**config.mk**
```make
export PLATFORM = sky130hd
export DESIGN_NAME = tpf_rx_path
export DESIGN_NICKNAME = d
export VERILOG_FILES = /design/src/rtl/tpf_pkg.sv /design/src/rtl/tpf_rx_path.sv /design/src/rtl/tpf_stretch.sv
export VERILOG_INCLUDE_DIRS = /design/src /design/src/rtl
export SDC_FILE = /design/constraint.sdc
export NUM_CORES = 1
export LEC_CHECK = 0
export ABC_CLOCK_PERIOD_IN_PS = 2500
export BUFFER_PORTS_ARGS = -buffer_cell sky130_fd_sc_hd__buf_2
export CAP_MARGIN = 25
export CORE_ASPECT_RATIO = 1.75
export CORE_MARGIN = 2
export CORE_UTILIZATION = 35
export CTS_CLUSTER_SIZE = 16
export DETAILED_ROUTE_END_ITERATION = 10
export GPL_TIMING_DRIVEN = 0
export SLEW_MARGIN = 20
export SYNTH_ARGS = -nofsm -noshare
export SYNTH_HDL_FRONTEND = slang
export SYNTH_SLANG_ARGS = --single-unit
```
**constraint.sdc**
```tcl
create_clock -name clk_sys -period 2.5 [get_ports clk_sys]
set_input_delay 0.5 -clock clk_sys [delete_from_list [all_inputs] [get_ports clk_sys]]
set_output_delay 0.5 -clock clk_sys [all_outputs]
set_load 0.02 [all_outputs]
```
**src/rtl/tpf_consts.svh**
```systemverilog
// Constants of the copper-to-fiber receive path
`ifndef TPF_CONSTS_SVH
`define TPF_CONSTS_SVH
`define TPF_CODE_IDLE    5'h1F
`define TPF_CODE_J       5'h18
`define TPF_CODE_K       5'h11
`define TPF_CODE_HALT    5'h04
`define TPF_SYNC_BITS    9
`define TPF_LOCK_MATCHES 6'h1E
`define TPF_FILL_DIV     4'h8
`define TPF_FILL_LAST    3'h4
`define TPF_STRETCH_MS   40
`define TPF_CLK_HZ       25000000
`define TPF_STRETCH_CYC  ((`TPF_STRETCH_MS * `TPF_CLK_HZ) / 1000)
`endif

```
**src/rtl/tpf_pkg.sv**
```systemverilog
// Types of the copper-to-fiber receive path
package tpf_pkg;
  typedef struct packed {
    logic rx_clk;
    logic mlt_pos;
    logic mlt_neg;
    logic copper_sd;
    logic fiber_sd;
    logic fiber_rx_event;
    logic halt_sel;
    logic bypass;
    logic f2c_nrzi;
  } tpf_pins_t;

  typedef enum logic [0:0] {
    TPF_SEARCH  = 1'b0,
    TPF_ALIGNED = 1'b1
  } tpf_align_t;
endpackage

```
**src/rtl/tpf_rx_path.sv**
```systemverilog
// Copper receive path: decode, descramble, align, check and forward to fiber
//
// Overview of operation
// - Turn the three-level equalizer output into a two-level NRZI stream.
// - Retime line bits on rising edges of the recovered symbol clock, sampled by the system clock.
// - Undo NRZI coding of the retimed copper bits into plain NRZ.
// - Gather serial NRZ bits into 5-bit code groups.
// - Descramble the copper receive groups before checking and forwarding.
// - Lock group boundary on J/K, then check each following group up to the next Idle group.
// - Each code violation pulses the active-low copper error LED.
// - Serialize descrambled groups into one bit stream for the fiber.
// - NRZI encode the fiber-bound serial stream.
// - Track link and receive activity per interface, and errors on the copper side only.
// - Copper transmitter sends fill while the fiber link is down.
// - Fiber transmitter sends fill while the copper link is down.
// - Halt select pin makes fill Halt symbols instead of Idle.
// - Link LEDs are static levels while the link is up.
// - Activity and error LEDs go through retriggerable one-shot stretchers.
// - Copper-to-fiber delay stays within 10 bit times, no elastic buffer.
// - Bypass strap caught after reset skips descrambling.
`timescale 1ns/1ns
`include "tpf_consts.svh"
module tpf_rx_path #(
  parameter int STRETCH_CYC = `TPF_STRETCH_CYC
) (
  input  wire logic clk_sys,
  input  wire logic rst_n,
  input  wire logic copper_rx_clk,
  input  wire logic copper_mlt_pos,
  input  wire logic copper_mlt_neg,
  input  wire logic copper_signal_detect,
  input  wire logic fiber_signal_detect,
  input  wire logic fiber_rx_event,
  input  wire logic fiber_to_copper_nrzi,
  input  wire logic no_link_halt_select,
  input  wire logic scrambler_bypass_strap,
  output logic      fiber_tx_nrzi,
  output logic      copper_tx_nrzi,
  output logic      copper_link_led_n,
  output logic      fiber_link_led_n,
  output logic      copper_rx_activity_led_n,
  output logic      fiber_rx_activity_led_n,
  output logic      copper_error_led_n
);
  localparam int NS = `TPF_SYNC_BITS;

  tpf_pkg::tpf_pins_t pins_raw;
  tpf_pkg::tpf_pins_t sync1_ff;
  tpf_pkg::tpf_pins_t pins_s;
  logic               clk_prev_ff;
  logic [1:0]         mlt_prev_ff;
  logic               nrzi_ff;
  logic [10:0]        lfsr_ff;
  logic [5:0]         match_ff;
  logic               locked_ff;
  logic [9:0]         win_ff;
  logic [2:0]         bitcnt_ff;
  tpf_pkg::tpf_align_t align_ff;
  logic               err_ff;
  logic               fiber_tx_ff;
  logic               copper_tx_ff;
  logic [3:0]         div_ff;
  logic [2:0]         fill_idx_ff;
  logic               bypass_ff;
  logic [1:0]         strap_cnt_ff;
  logic               copper_led_ff;
  logic               fiber_led_ff;

  logic [1:0]         nxt_mlt_prev;
  logic               nxt_nrzi;
  logic [10:0]        nxt_lfsr;
  logic [5:0]         nxt_match;
  logic               nxt_locked;
  logic [9:0]         nxt_win;
  logic [2:0]         nxt_bitcnt;
  tpf_pkg::tpf_align_t nxt_align;
  logic               nxt_err;
  logic               nxt_fiber_tx;
  logic               nxt_copper_tx;
  logic [3:0]         nxt_div;
  logic [2:0]         nxt_fill_idx;
  logic               nxt_bypass;
  logic [1:0]         nxt_strap_cnt;

  logic               sym_edge;
  logic               fill_tick;
  logic               nrz_bit;
  logic               key_bit;
  logic               data_bit;
  logic               fill_bit;
  logic [4:0]         fill_code;
  logic [2:0]         led_trig;
  logic [2:0]         led_n;

  assign pins_raw = '{rx_clk: copper_rx_clk, mlt_pos: copper_mlt_pos, mlt_neg: copper_mlt_neg,
                      copper_sd: copper_signal_detect, fiber_sd: fiber_signal_detect,
                      fiber_rx_event: fiber_rx_event, halt_sel: no_link_halt_select,
                      bypass: scrambler_bypass_strap, f2c_nrzi: fiber_to_copper_nrzi};

  // Two-stage synchronizer on every pin; stage one feeds only stage two
  genvar gi;
  generate
    for (gi = 0; gi < NS; gi++) begin : g_sync
      always_ff @(posedge clk_sys or negedge rst_n) begin
        if (!rst_n) begin
          sync1_ff[gi] <= 1'b0;
          pins_s[gi]   <= 1'b0;
        end else begin
          sync1_ff[gi] <= pins_raw[gi];
          pins_s[gi]   <= sync1_ff[gi];
        end
      end
    end
  endgenerate

  function automatic logic tpf_bad_code(input logic [4:0] c);
    case (c)
      5'h00, 5'h01, 5'h02, 5'h03, 5'h05, 5'h06, 5'h08, 5'h0C, 5'h10, 5'h19: tpf_bad_code = 1'b1;
      default: tpf_bad_code = 1'b0;
    endcase
  endfunction

  always_comb begin
    sym_edge  = pins_s.rx_clk && !clk_prev_ff;
    fill_tick = (div_ff == `TPF_FILL_DIV - 4'h1);
    nxt_div   = fill_tick ? 4'h0 : div_ff + 4'h1;
    fill_code = pins_s.halt_sel ? `TPF_CODE_HALT : `TPF_CODE_IDLE;
    fill_bit  = fill_code[3'(`TPF_FILL_LAST - fill_idx_ff)];
    nxt_fill_idx = fill_idx_ff;
    if (fill_tick) begin
      nxt_fill_idx = (fill_idx_ff == `TPF_FILL_LAST) ? 3'h0 : fill_idx_ff + 3'h1;
    end

    nxt_mlt_prev = mlt_prev_ff;
    nxt_nrzi     = nrzi_ff;
    nxt_lfsr     = lfsr_ff;
    nxt_match    = match_ff;
    nxt_locked   = locked_ff;
    nxt_win      = win_ff;
    nxt_bitcnt   = bitcnt_ff;
    nxt_align    = align_ff;
    nxt_err      = 1'b0;
    nxt_fiber_tx = fiber_tx_ff;
    // level change on the three-level line toggles the NRZI level
    nxt_nrzi = nrzi_ff ^ ({pins_s.mlt_pos, pins_s.mlt_neg} != mlt_prev_ff);
    nrz_bit  = nxt_nrzi ^ nrzi_ff;
    if (!sym_edge) begin
      nxt_nrzi = nrzi_ff;
    end
    // key from taps 11 and 9
    key_bit  = lfsr_ff[10] ^ lfsr_ff[8];
    data_bit = bypass_ff ? nrz_bit : (nrz_bit ^ key_bit);

    if (sym_edge) begin
      nxt_mlt_prev = {pins_s.mlt_pos, pins_s.mlt_neg};
      // idle is all ones, so the inverted line bit is the key
      if (locked_ff) begin
        nxt_lfsr = {lfsr_ff[9:0], key_bit};
      end else begin
        nxt_lfsr  = {lfsr_ff[9:0], ~nrz_bit};
        nxt_match = (~nrz_bit == key_bit) ? match_ff + 6'h01 : 6'h00;
        nxt_locked = (nxt_match == `TPF_LOCK_MATCHES);
      end
      // the group shifter doubles as the serializer
      nxt_win    = {win_ff[8:0], data_bit};
      nxt_bitcnt = (bitcnt_ff == 3'h4) ? 3'h0 : bitcnt_ff + 3'h1;
      // boundary fixed at J/K, groups checked up to and including the next Idle
      case (align_ff)
        tpf_pkg::TPF_SEARCH: begin
          if (nxt_win == {`TPF_CODE_J, `TPF_CODE_K}) begin
            nxt_align  = tpf_pkg::TPF_ALIGNED;
            nxt_bitcnt = 3'h0;
          end
        end
        tpf_pkg::TPF_ALIGNED: begin
          if (bitcnt_ff == 3'h4) begin
            nxt_err = tpf_bad_code(nxt_win[4:0]);
            if (nxt_win[4:0] == `TPF_CODE_IDLE) begin
              nxt_align = tpf_pkg::TPF_SEARCH;
            end
          end
        end
        default: nxt_align = tpf_pkg::TPF_SEARCH;
      endcase
    end

    // five-bit delay then NRZI toward the fiber
    if (pins_s.copper_sd) begin
      if (sym_edge) begin
        nxt_fiber_tx = fiber_tx_ff ^ win_ff[4];
      end
    end else begin
      nxt_align  = tpf_pkg::TPF_SEARCH;
      nxt_locked = 1'b0;
      nxt_match  = 6'h00;
      if (fill_tick) begin
        nxt_fiber_tx = fiber_tx_ff ^ fill_bit;
      end
    end

    // copper transmitter fill while the fiber is down
    nxt_copper_tx = copper_tx_ff;
    if (!pins_s.fiber_sd) begin
      if (fill_tick) begin
        nxt_copper_tx = copper_tx_ff ^ fill_bit;
      end
    end else begin
      nxt_copper_tx = pins_s.f2c_nrzi;
    end

    // strap caught once the synchronizer has filled
    nxt_bypass    = bypass_ff;
    nxt_strap_cnt = strap_cnt_ff;
    if (strap_cnt_ff != 2'h3) begin
      nxt_strap_cnt = strap_cnt_ff + 2'h1;
      if (strap_cnt_ff == 2'h2) begin
        nxt_bypass = pins_s.bypass;
      end
    end
  end

  always_ff @(posedge clk_sys or negedge rst_n) begin
    if (!rst_n) begin
      clk_prev_ff   <= 1'b0;
      mlt_prev_ff   <= 2'h0;
      nrzi_ff       <= 1'b0;
      lfsr_ff       <= 11'h000;
      match_ff      <= 6'h00;
      locked_ff     <= 1'b0;
      win_ff        <= 10'h000;
      bitcnt_ff     <= 3'h0;
      align_ff      <= tpf_pkg::TPF_SEARCH;
      err_ff        <= 1'b0;
      fiber_tx_ff   <= 1'b0;
      copper_tx_ff  <= 1'b0;
      div_ff        <= 4'h0;
      fill_idx_ff   <= 3'h0;
      bypass_ff     <= 1'b0;
      strap_cnt_ff  <= 2'h0;
      copper_led_ff <= 1'b1;
      fiber_led_ff  <= 1'b1;
    end else begin
      clk_prev_ff   <= pins_s.rx_clk;
      mlt_prev_ff   <= nxt_mlt_prev;
      nrzi_ff       <= nxt_nrzi;
      lfsr_ff       <= nxt_lfsr;
      match_ff      <= nxt_match;
      locked_ff     <= nxt_locked;
      win_ff        <= nxt_win;
      bitcnt_ff     <= nxt_bitcnt;
      align_ff      <= nxt_align;
      err_ff        <= nxt_err;
      fiber_tx_ff   <= nxt_fiber_tx;
      copper_tx_ff  <= nxt_copper_tx;
      div_ff        <= nxt_div;
      fill_idx_ff   <= nxt_fill_idx;
      bypass_ff     <= nxt_bypass;
      strap_cnt_ff  <= nxt_strap_cnt;
      copper_led_ff <= ~pins_s.copper_sd;
      fiber_led_ff  <= ~pins_s.fiber_sd;
    end
  end

  // activity events per interface, error events for copper only
  assign led_trig = {err_ff, align_ff == tpf_pkg::TPF_ALIGNED, pins_s.fiber_rx_event};

  generate
    for (gi = 0; gi < 3; gi++) begin : g_led
      tpf_stretch #(
        .CYC (STRETCH_CYC)
      ) u_stretch (
        .clk_sys (clk_sys),
        .rst_n   (rst_n),
        .trig    (led_trig[gi]),
        .led_n   (led_n[gi])
      );
    end
  endgenerate

  assign fiber_tx_nrzi            = fiber_tx_ff;
  assign copper_tx_nrzi           = copper_tx_ff;
  assign copper_link_led_n        = copper_led_ff;
  assign fiber_link_led_n         = fiber_led_ff;
  assign fiber_rx_activity_led_n  = led_n[0];
  assign copper_rx_activity_led_n = led_n[1];
  assign copper_error_led_n       = led_n[2];
endmodule // tpf_rx_path

```
**src/rtl/tpf_stretch.sv**
```systemverilog
// Retriggerable one-shot that stretches an event onto an active-low LED
`timescale 1ns/1ns
module tpf_stretch #(
  parameter int CYC = 1000000
) (
  input  wire logic clk_sys,
  input  wire logic rst_n,
  input  wire logic trig,
  output logic      led_n
);
  localparam int W = $clog2(CYC + 1);
  logic [W-1:0] cnt_ff;
  logic [W-1:0] nxt_cnt;
  logic         led_n_ff;
  logic         nxt_led_n;

  generate
    if (CYC < 1) begin : g_bad
      $error("tpf_stretch needs CYC of at least one");
    end
  endgenerate

  always_comb begin
    // Every new event restarts the full stretch
    if (trig) begin
      nxt_cnt = W'(CYC);
    end else if (cnt_ff != '0) begin
      nxt_cnt = cnt_ff - 1'b1;
    end else begin
      nxt_cnt = '0;
    end
    nxt_led_n = (nxt_cnt == '0);
  end

  always_ff @(posedge clk_sys or negedge rst_n) begin
    if (!rst_n) begin
      cnt_ff   <= '0;
      led_n_ff <= 1'b1;
    end else begin
      cnt_ff   <= nxt_cnt;
      led_n_ff <= nxt_led_n;
    end
  end

  assign led_n = led_n_ff;
endmodule // tpf_stretch

```
# Word-level counts from Yosys, hierarchy flattened
# Memories as Yosys holds them, arrays and structs flattened.
# Index checks and enable logic that the tools add are counted.
# Widths: inputs -> output; s select.
totals:
  output_inout_bits: 7
  latch_bits: 0
  word_cells: 126
  ram_bits: 0
  mem_bits_ro: 32
  in_bits: 11
  reg_bits: 131
  memories: 1
classes:
  order_cmp: 1
  eq_ne: 12
  addsub: 9
  shifts: 0
  reduce_logical: 13
  muxes: 37
  n_bitwise: 11
  n_div: 0
  multipliers: 0
memory_table:
  columns: ["memory", "depth", "word_bits", "read_ports", "rd_clocked_by_memory_dff", "write_ports", "line", "source"]
  rows:
  - ["(no name shown)", 32, 1, 1, 0, 0, "tpf_rx_path.sv:117", "case (c)"]
op_table:
  columns: ["operator", "n"]
  rows:
  - ["$mux 20", 6]
  - ["$logic_not 20->1", 3]
  - ["$reduce_bool 20->1", 3]
  - ["$sub 20x1->20 const B", 3]
  - ["$mux 6", 4]
  - ["$mux 1", 19]
  - ["$mux 3", 4]
  - ["$eq 10x10->1 const B", 1]
  - ["$xor 1x1->1", 7]
  - ["$add 3x1->3 const B", 2]
  - ["$add 6x1->6 const B", 1]
  - ["$eq 3x3->1 const B", 2]
  - ["$eq 6x5->1 const B", 1]
  - ["$reduce_and 2->1", 3]
  - ["$eq 5x5->1 const B", 1]
  - ["$mux 5", 1]
  - ["$add 4x1->4 const B", 1]
  - ["$eq 4x3->1 const B", 1]
  - ["$lt 3x4->1 const B", 1]
  - ["$mux 4", 1]
  - ["$ne 2x2->1 const B", 2]
  - ["$not 1->1", 4]
  - ["$reduce_bool 2->1", 2]
  - ["$bmux 1 s3", 1]
  - ["9 further kinds", 9]

# Depth between registers and ports, before layout
depth:
  word_depth: 11
  ltp_mapped: 10
  mapped_depth_nobuf: 10

# Cells and area by module
# Synthesis repeated with hierarchy kept, for this count alone.
hier_totals:
  cells_unflattened: 619
  hier_area_um2: 6268.5
modules_own_cells:
  columns: ["module", "seq_area_each_um2", "instances", "area_per_inst_um2", "cells_each"]
  rows:
  - ["tpf_stretch", 526.8, 3, 1151.1, 119]
  - ["tpf_rx_path", 1679.1, 1, 2815.2, 262]

# Least setup slack after synthesis
# Ideal clock, no wire load.
synth_timing:
  path_kind: "flip-flop to flip-flop"
  startpoint: "reg g_led[2].u_stretch.cnt_ff[0]"
  endpoint: "reg g_led[2].u_stretch.led_n_ff"
  n_path_buf: 0
  setup_time_ps: 96
  stages_incl_launch_ff: 9
  arrival_time_ps: 2177
  setup_slack_ps: 227
  period_less_slack_ps: 2273
  required_ps: 2404
  cell_sequence: "dfrtp_1 inv_1 ha_1 nor3b_2 nand2_1 nor3_1 inv_1 a2111oi_0 nor4bb_1"
synth_between:
  elab_chain_cells: 4
  word_cells_on_any_way: 5
  cone_classes: "1 x add/sub; 2 x mux; 2 x reduce/logical"
synth_rtl:
  columns: ["item", "line", "source"]
  rows:
  - ["start: declaration", "tpf_stretch.sv:12", "logic [W-1:0] cnt_ff;"]
  - ["start signal: assignment", "tpf_stretch.sv:40", "cnt_ff <= nxt_cnt;"]
  - ["$sub 20x1->20 / $reduce_bool 20->1 (equally long branches)", "tpf_stretch.sv:28, tpf_stretch.sv:27", null]
  - ["$mux 20 *", "tpf_stretch.sv:27", "end else if (cnt_ff != '0) begin"]
  - ["$mux 20 *", "tpf_stretch.sv:25", "if (trig) begin"]
  - ["$logic_not 20->1 *", "tpf_stretch.sv:32", "nxt_led_n = (nxt_cnt == '0);"]
  - ["net g_led[2].u_stretch.nxt_led_n", "tpf_stretch.sv:15", "logic nxt_led_n;"]
  - ["end signal: assignment", "tpf_stretch.sv:41", "led_n_ff <= nxt_led_n;"]
  - ["end: declaration", "tpf_stretch.sv:14", "logic led_n_ff;"]
# The timed path passes the listed nets; every way through them passes the cells marked *.
# A chain may end at the register's enable or synchronous reset.

# Final worst setup path
# Same ends and word-level chain as after synthesis.

==> out/qor.yml <==
final_layout:
  nFillCells: 1712
  area.growth.synth_to_final_pct: 20.6
  finish.net_count: 684
  post-route-cell-area_sq_um: 7400
  final_core_util_pct: 42.8
  n_antenna_cell: 0
  stdcell_count: 901
  drive_gt1_share_pct: 15.8
worst_setup_path:
  crit_type: "flip-flop to flip-flop"
  crit_arrival_ns: 2.81
  start_kind: "flip-flop"
  endpoint_kind: "flip-flop"
  required_ns: 2.81
  cp_max_fo: 5
synthesis:
  async_reset_ff_share_pct: 100
  synth-warning-count: 0
  synth_ff_type: "dfrtp_1"
  synth_top_cell_by_area: "dfrtp_1"
  avgSynthCellArea_sq_um: 10.1
  synthCells: 610
  synth_top_area_share_pct: 51.0
  synth_top_cells_by_area: "dfrtp_1, nand2_1, nor2_1, xor2_1, xnor2_1"
  seq_area_frac_synth_pct: 53.1
  syn_nets: 636
  syn-cell-area_sq_um: 6140
  synth_edf_count: 0
  yosysUniqueCellTypes: 65
  ys_ff_latch: 130
placed_design:
  dp_hpwl_mm: 8.80
  portBuffers: 17
  place_congestion: 0.811
  dpl_cell_area_sq_um: 6550
  place_inst: 859
  pre_cts_slack_ns: -0.757
detailed_routing:
  wirelength_mm: 12.7
  drtIter0Drc: 178
  num_vias: 4572
  vias_per_cell: 5.07
  drc: 0
  antenna_left: 0
  drt-wirelength-per-cell_microns: 14.1
  first_pass_iters: 4
floorplanning:
  num_rows: 64
  core_sq_um: 17300
  design.die.area_sq_um: 18700
  die_w_microns: 104
  initial_core_util_pct: 35.5
  die_h_microns: 179
  ioPinCount: 18
sta:
  rsz0062_at_grt: "yes"
  maxSlewViolCount: 0
  hold_viol: 0
  worst_slack_ns: 0.00218
  holdWs_ns: 0.184
  finalCriticalPeriod_ns: 2.50
  period_share_pct: 99.9
  tns_ns: 0
  clock_skew_ns: 0.00849
  tightest_slew_ns: 0.604
  setup_viol: 0
  relSlewSlack_pct: 59.3
  fmax_mhz: 400
power_and_ir_drop:
  p_sw_share_pct: 33.1
  power_mw: 7.43
  clkPwrFrac_pct: 33.9
  leakagePower_nw: 3.26
  p_sw_mw: 2.46
  pwr-share-seq_pct: 42.1
  comb_power_share_pct: 24.0
  power.internal_mw: 4.97
  p_per_area_nw_per_um2: 1000
  peakVddDrop_v: 0.000551
global_route:
  grt_pass1_wl_mm: 21.9
  track_usage_pct: 14.4
  grt_overflow: 0
  grt_max_degree: 102
  antenna_found_initial: 0
  grt_pass1_vias: 4819
cts:
  path_clk_slew_ns: 0.06
  cts.htree.levels: 4
  cts_root_buf: "clkbuf_16"
  cts_num_sinks: 130
  cts_buffer_depth: 2
  cts_buffers: 17
  cts_tree: "built"
  clk_latency_ns: 0.42
min_path:
  hold_path_class: "primary input to flip-flop"
run:
  maxCapViolations: 0
outcome:
  status: "completed"
## routing by layer
metal	share of wire (%)	track usage, %
met1	39	14.5
met2	55	27.6
met3	2.6	3.05
met4	3.2	7.60
met5	0	0
## state kept, by name, indices dropped and copies added, names as in the netlist, 2 cells and up
signal,cells
g_led.u_stretch.cnt_ff,60
lfsr_ff,11
sync1_ff,9
win_ff,9
pins_s,8
match_ff,6
div_ff,4
bitcnt_ff,3
fill_idx_ff,3
g_led.u_stretch.led_n,3
mlt_prev_ff,2
strap_cnt_ff,2
## Yosys cell counts, types with 4 or more instances
cell,instances
o21bai_1,8
mux2i_1,4
o21ai_0,26
nor3_1,22
nor4_1,16
or3_1,6
xnor2_1,24
dfrtp_1,125
inv_1,20
nand2_1,90
dfstp_2,5
a21oi_1,17
nor2b_1,9
nand4_1,8
ha_1,15
nand2b_1,9
a21o_1,5
nor2_1,72
nor3b_1,5
a211o_1,4
xor2_1,27
nand3_1,12
nand3b_1,4
clkbuf_1,13
## cell families (layout without fill, tap and decap cells)
kind of cell | Yosys count | after routing | share of synthesized area (%)
AOI/OAI and AO/OA | 86 | 86 | 9.17
DFF | 130 | 130 | 53.1
and+or+nand+nor | 285 | 285 | 23.9
xor gates and xnor gates | 51 | 51 | 7.28
buffers and inverters | 36 | 96 | 2.26
adders and majority gates | 15 | 15 | 3.06
muxes | 7 | 7 | 1.20
## worst max-delay path: stages (launching register included)
cell      delay [ns]
dfrtp_2         0.44
inv_1           0.12
ha_4            0.16
nor3b_4         0.33
nand2_2         0.16
buf_4           0.19
or3_1           0.32
xor2_1          0.20
a21oi_1         0.13
nor4bb_4        0.35
## power groups by stage
| stage | logic (mW) | clock network (mW) | registers, mW |
|---|---|---|---|
| 2_1_floorplan | 1.22 | 0 | 2.98 |
| 4_1_cts | 1.69 | 2.57 | 3.09 |
| 5_1_grt | 2.00 | 2.67 | 3.20 |
| 3_5_place_dp | 1.59 | 0 | 3.08 |
| 6_report | 1.79 | 2.52 | 3.13 |
| 3_3_place_gp | 1.51 | 0 | 3.05 |
## final cells by class
class	instances	area, sq um	share of cell area, %
Inverter	20	75.1	1.01
Sequential cell	130	3260	44.1
Buffer	16	67.6	0.913
Tap cell	231	289	3.91
Clock inverter	13	163	2.20
Timing Repair Buffer	29	208	2.81
Multi-Input combinational cell	444	2900	39.2
Clock buffer	18	439	5.94
## what timing repair did
item | CTS | global route
buffers inserted | 6 | 4
resized for setup | 17 | 13
pin swaps | 5 | 5
hold buffers | 1 | 0
endpoints found under the setup margin | 28 | 33
endpoints found under the hold margin | 27 | 0
## path summary, 6_finish.rpt
kind / from / slack, ns / endpoint / cells past startpoint
max: g_led[2].u_stretch.cnt_ff[0] / 0.002 / g_led[2].u_stretch.led_n / 9
min: scrambler_bypass_strap / 0.18 / sync1_ff[1] / 1
max reg2reg: g_led[2].u_stretch.cnt_ff[0] / 0.002 / g_led[2].u_stretch.led_n / 9
min reg2reg: sync1_ff[5] / 0.35 / pins_s[5] / 0
max in group asynchronous: rst_n / 1.17 / g_led[1].u_stretch.led_n / 3
min in group asynchronous: rst_n / 0.54 / led_trig[0] / 2
## cells in the final DEF (no fill, tap or decap), types with 5 or more instances in the layout
| cell type | n |
|---|---|
| nor2_1 | 72 |
| dfrtp_1 | 124 |
| nand4_1 | 8 |
| nor3_1 | 19 |
| nand3_1 | 11 |
| a21o_1 | 5 |
| a21oi_1 | 17 |
| dfstp_2 | 5 |
| o21ai_0 | 26 |
| nor4_1 | 9 |
| xnor2_1 | 24 |
| buf_4 | 10 |
| buf_2 | 18 |
| xor2_1 | 26 |
| or3_1 | 6 |
| ha_1 | 14 |
| nand2_1 | 89 |
| clkbuf_1 | 12 |
| inv_1 | 20 |
| nor2b_1 | 9 |
| clkbuf_16 | 17 |
| nor4_2 | 7 |
| o21bai_1 | 8 |
| nand2b_1 | 9 |
Note: power is estimated with default switching activity, not from simulation.
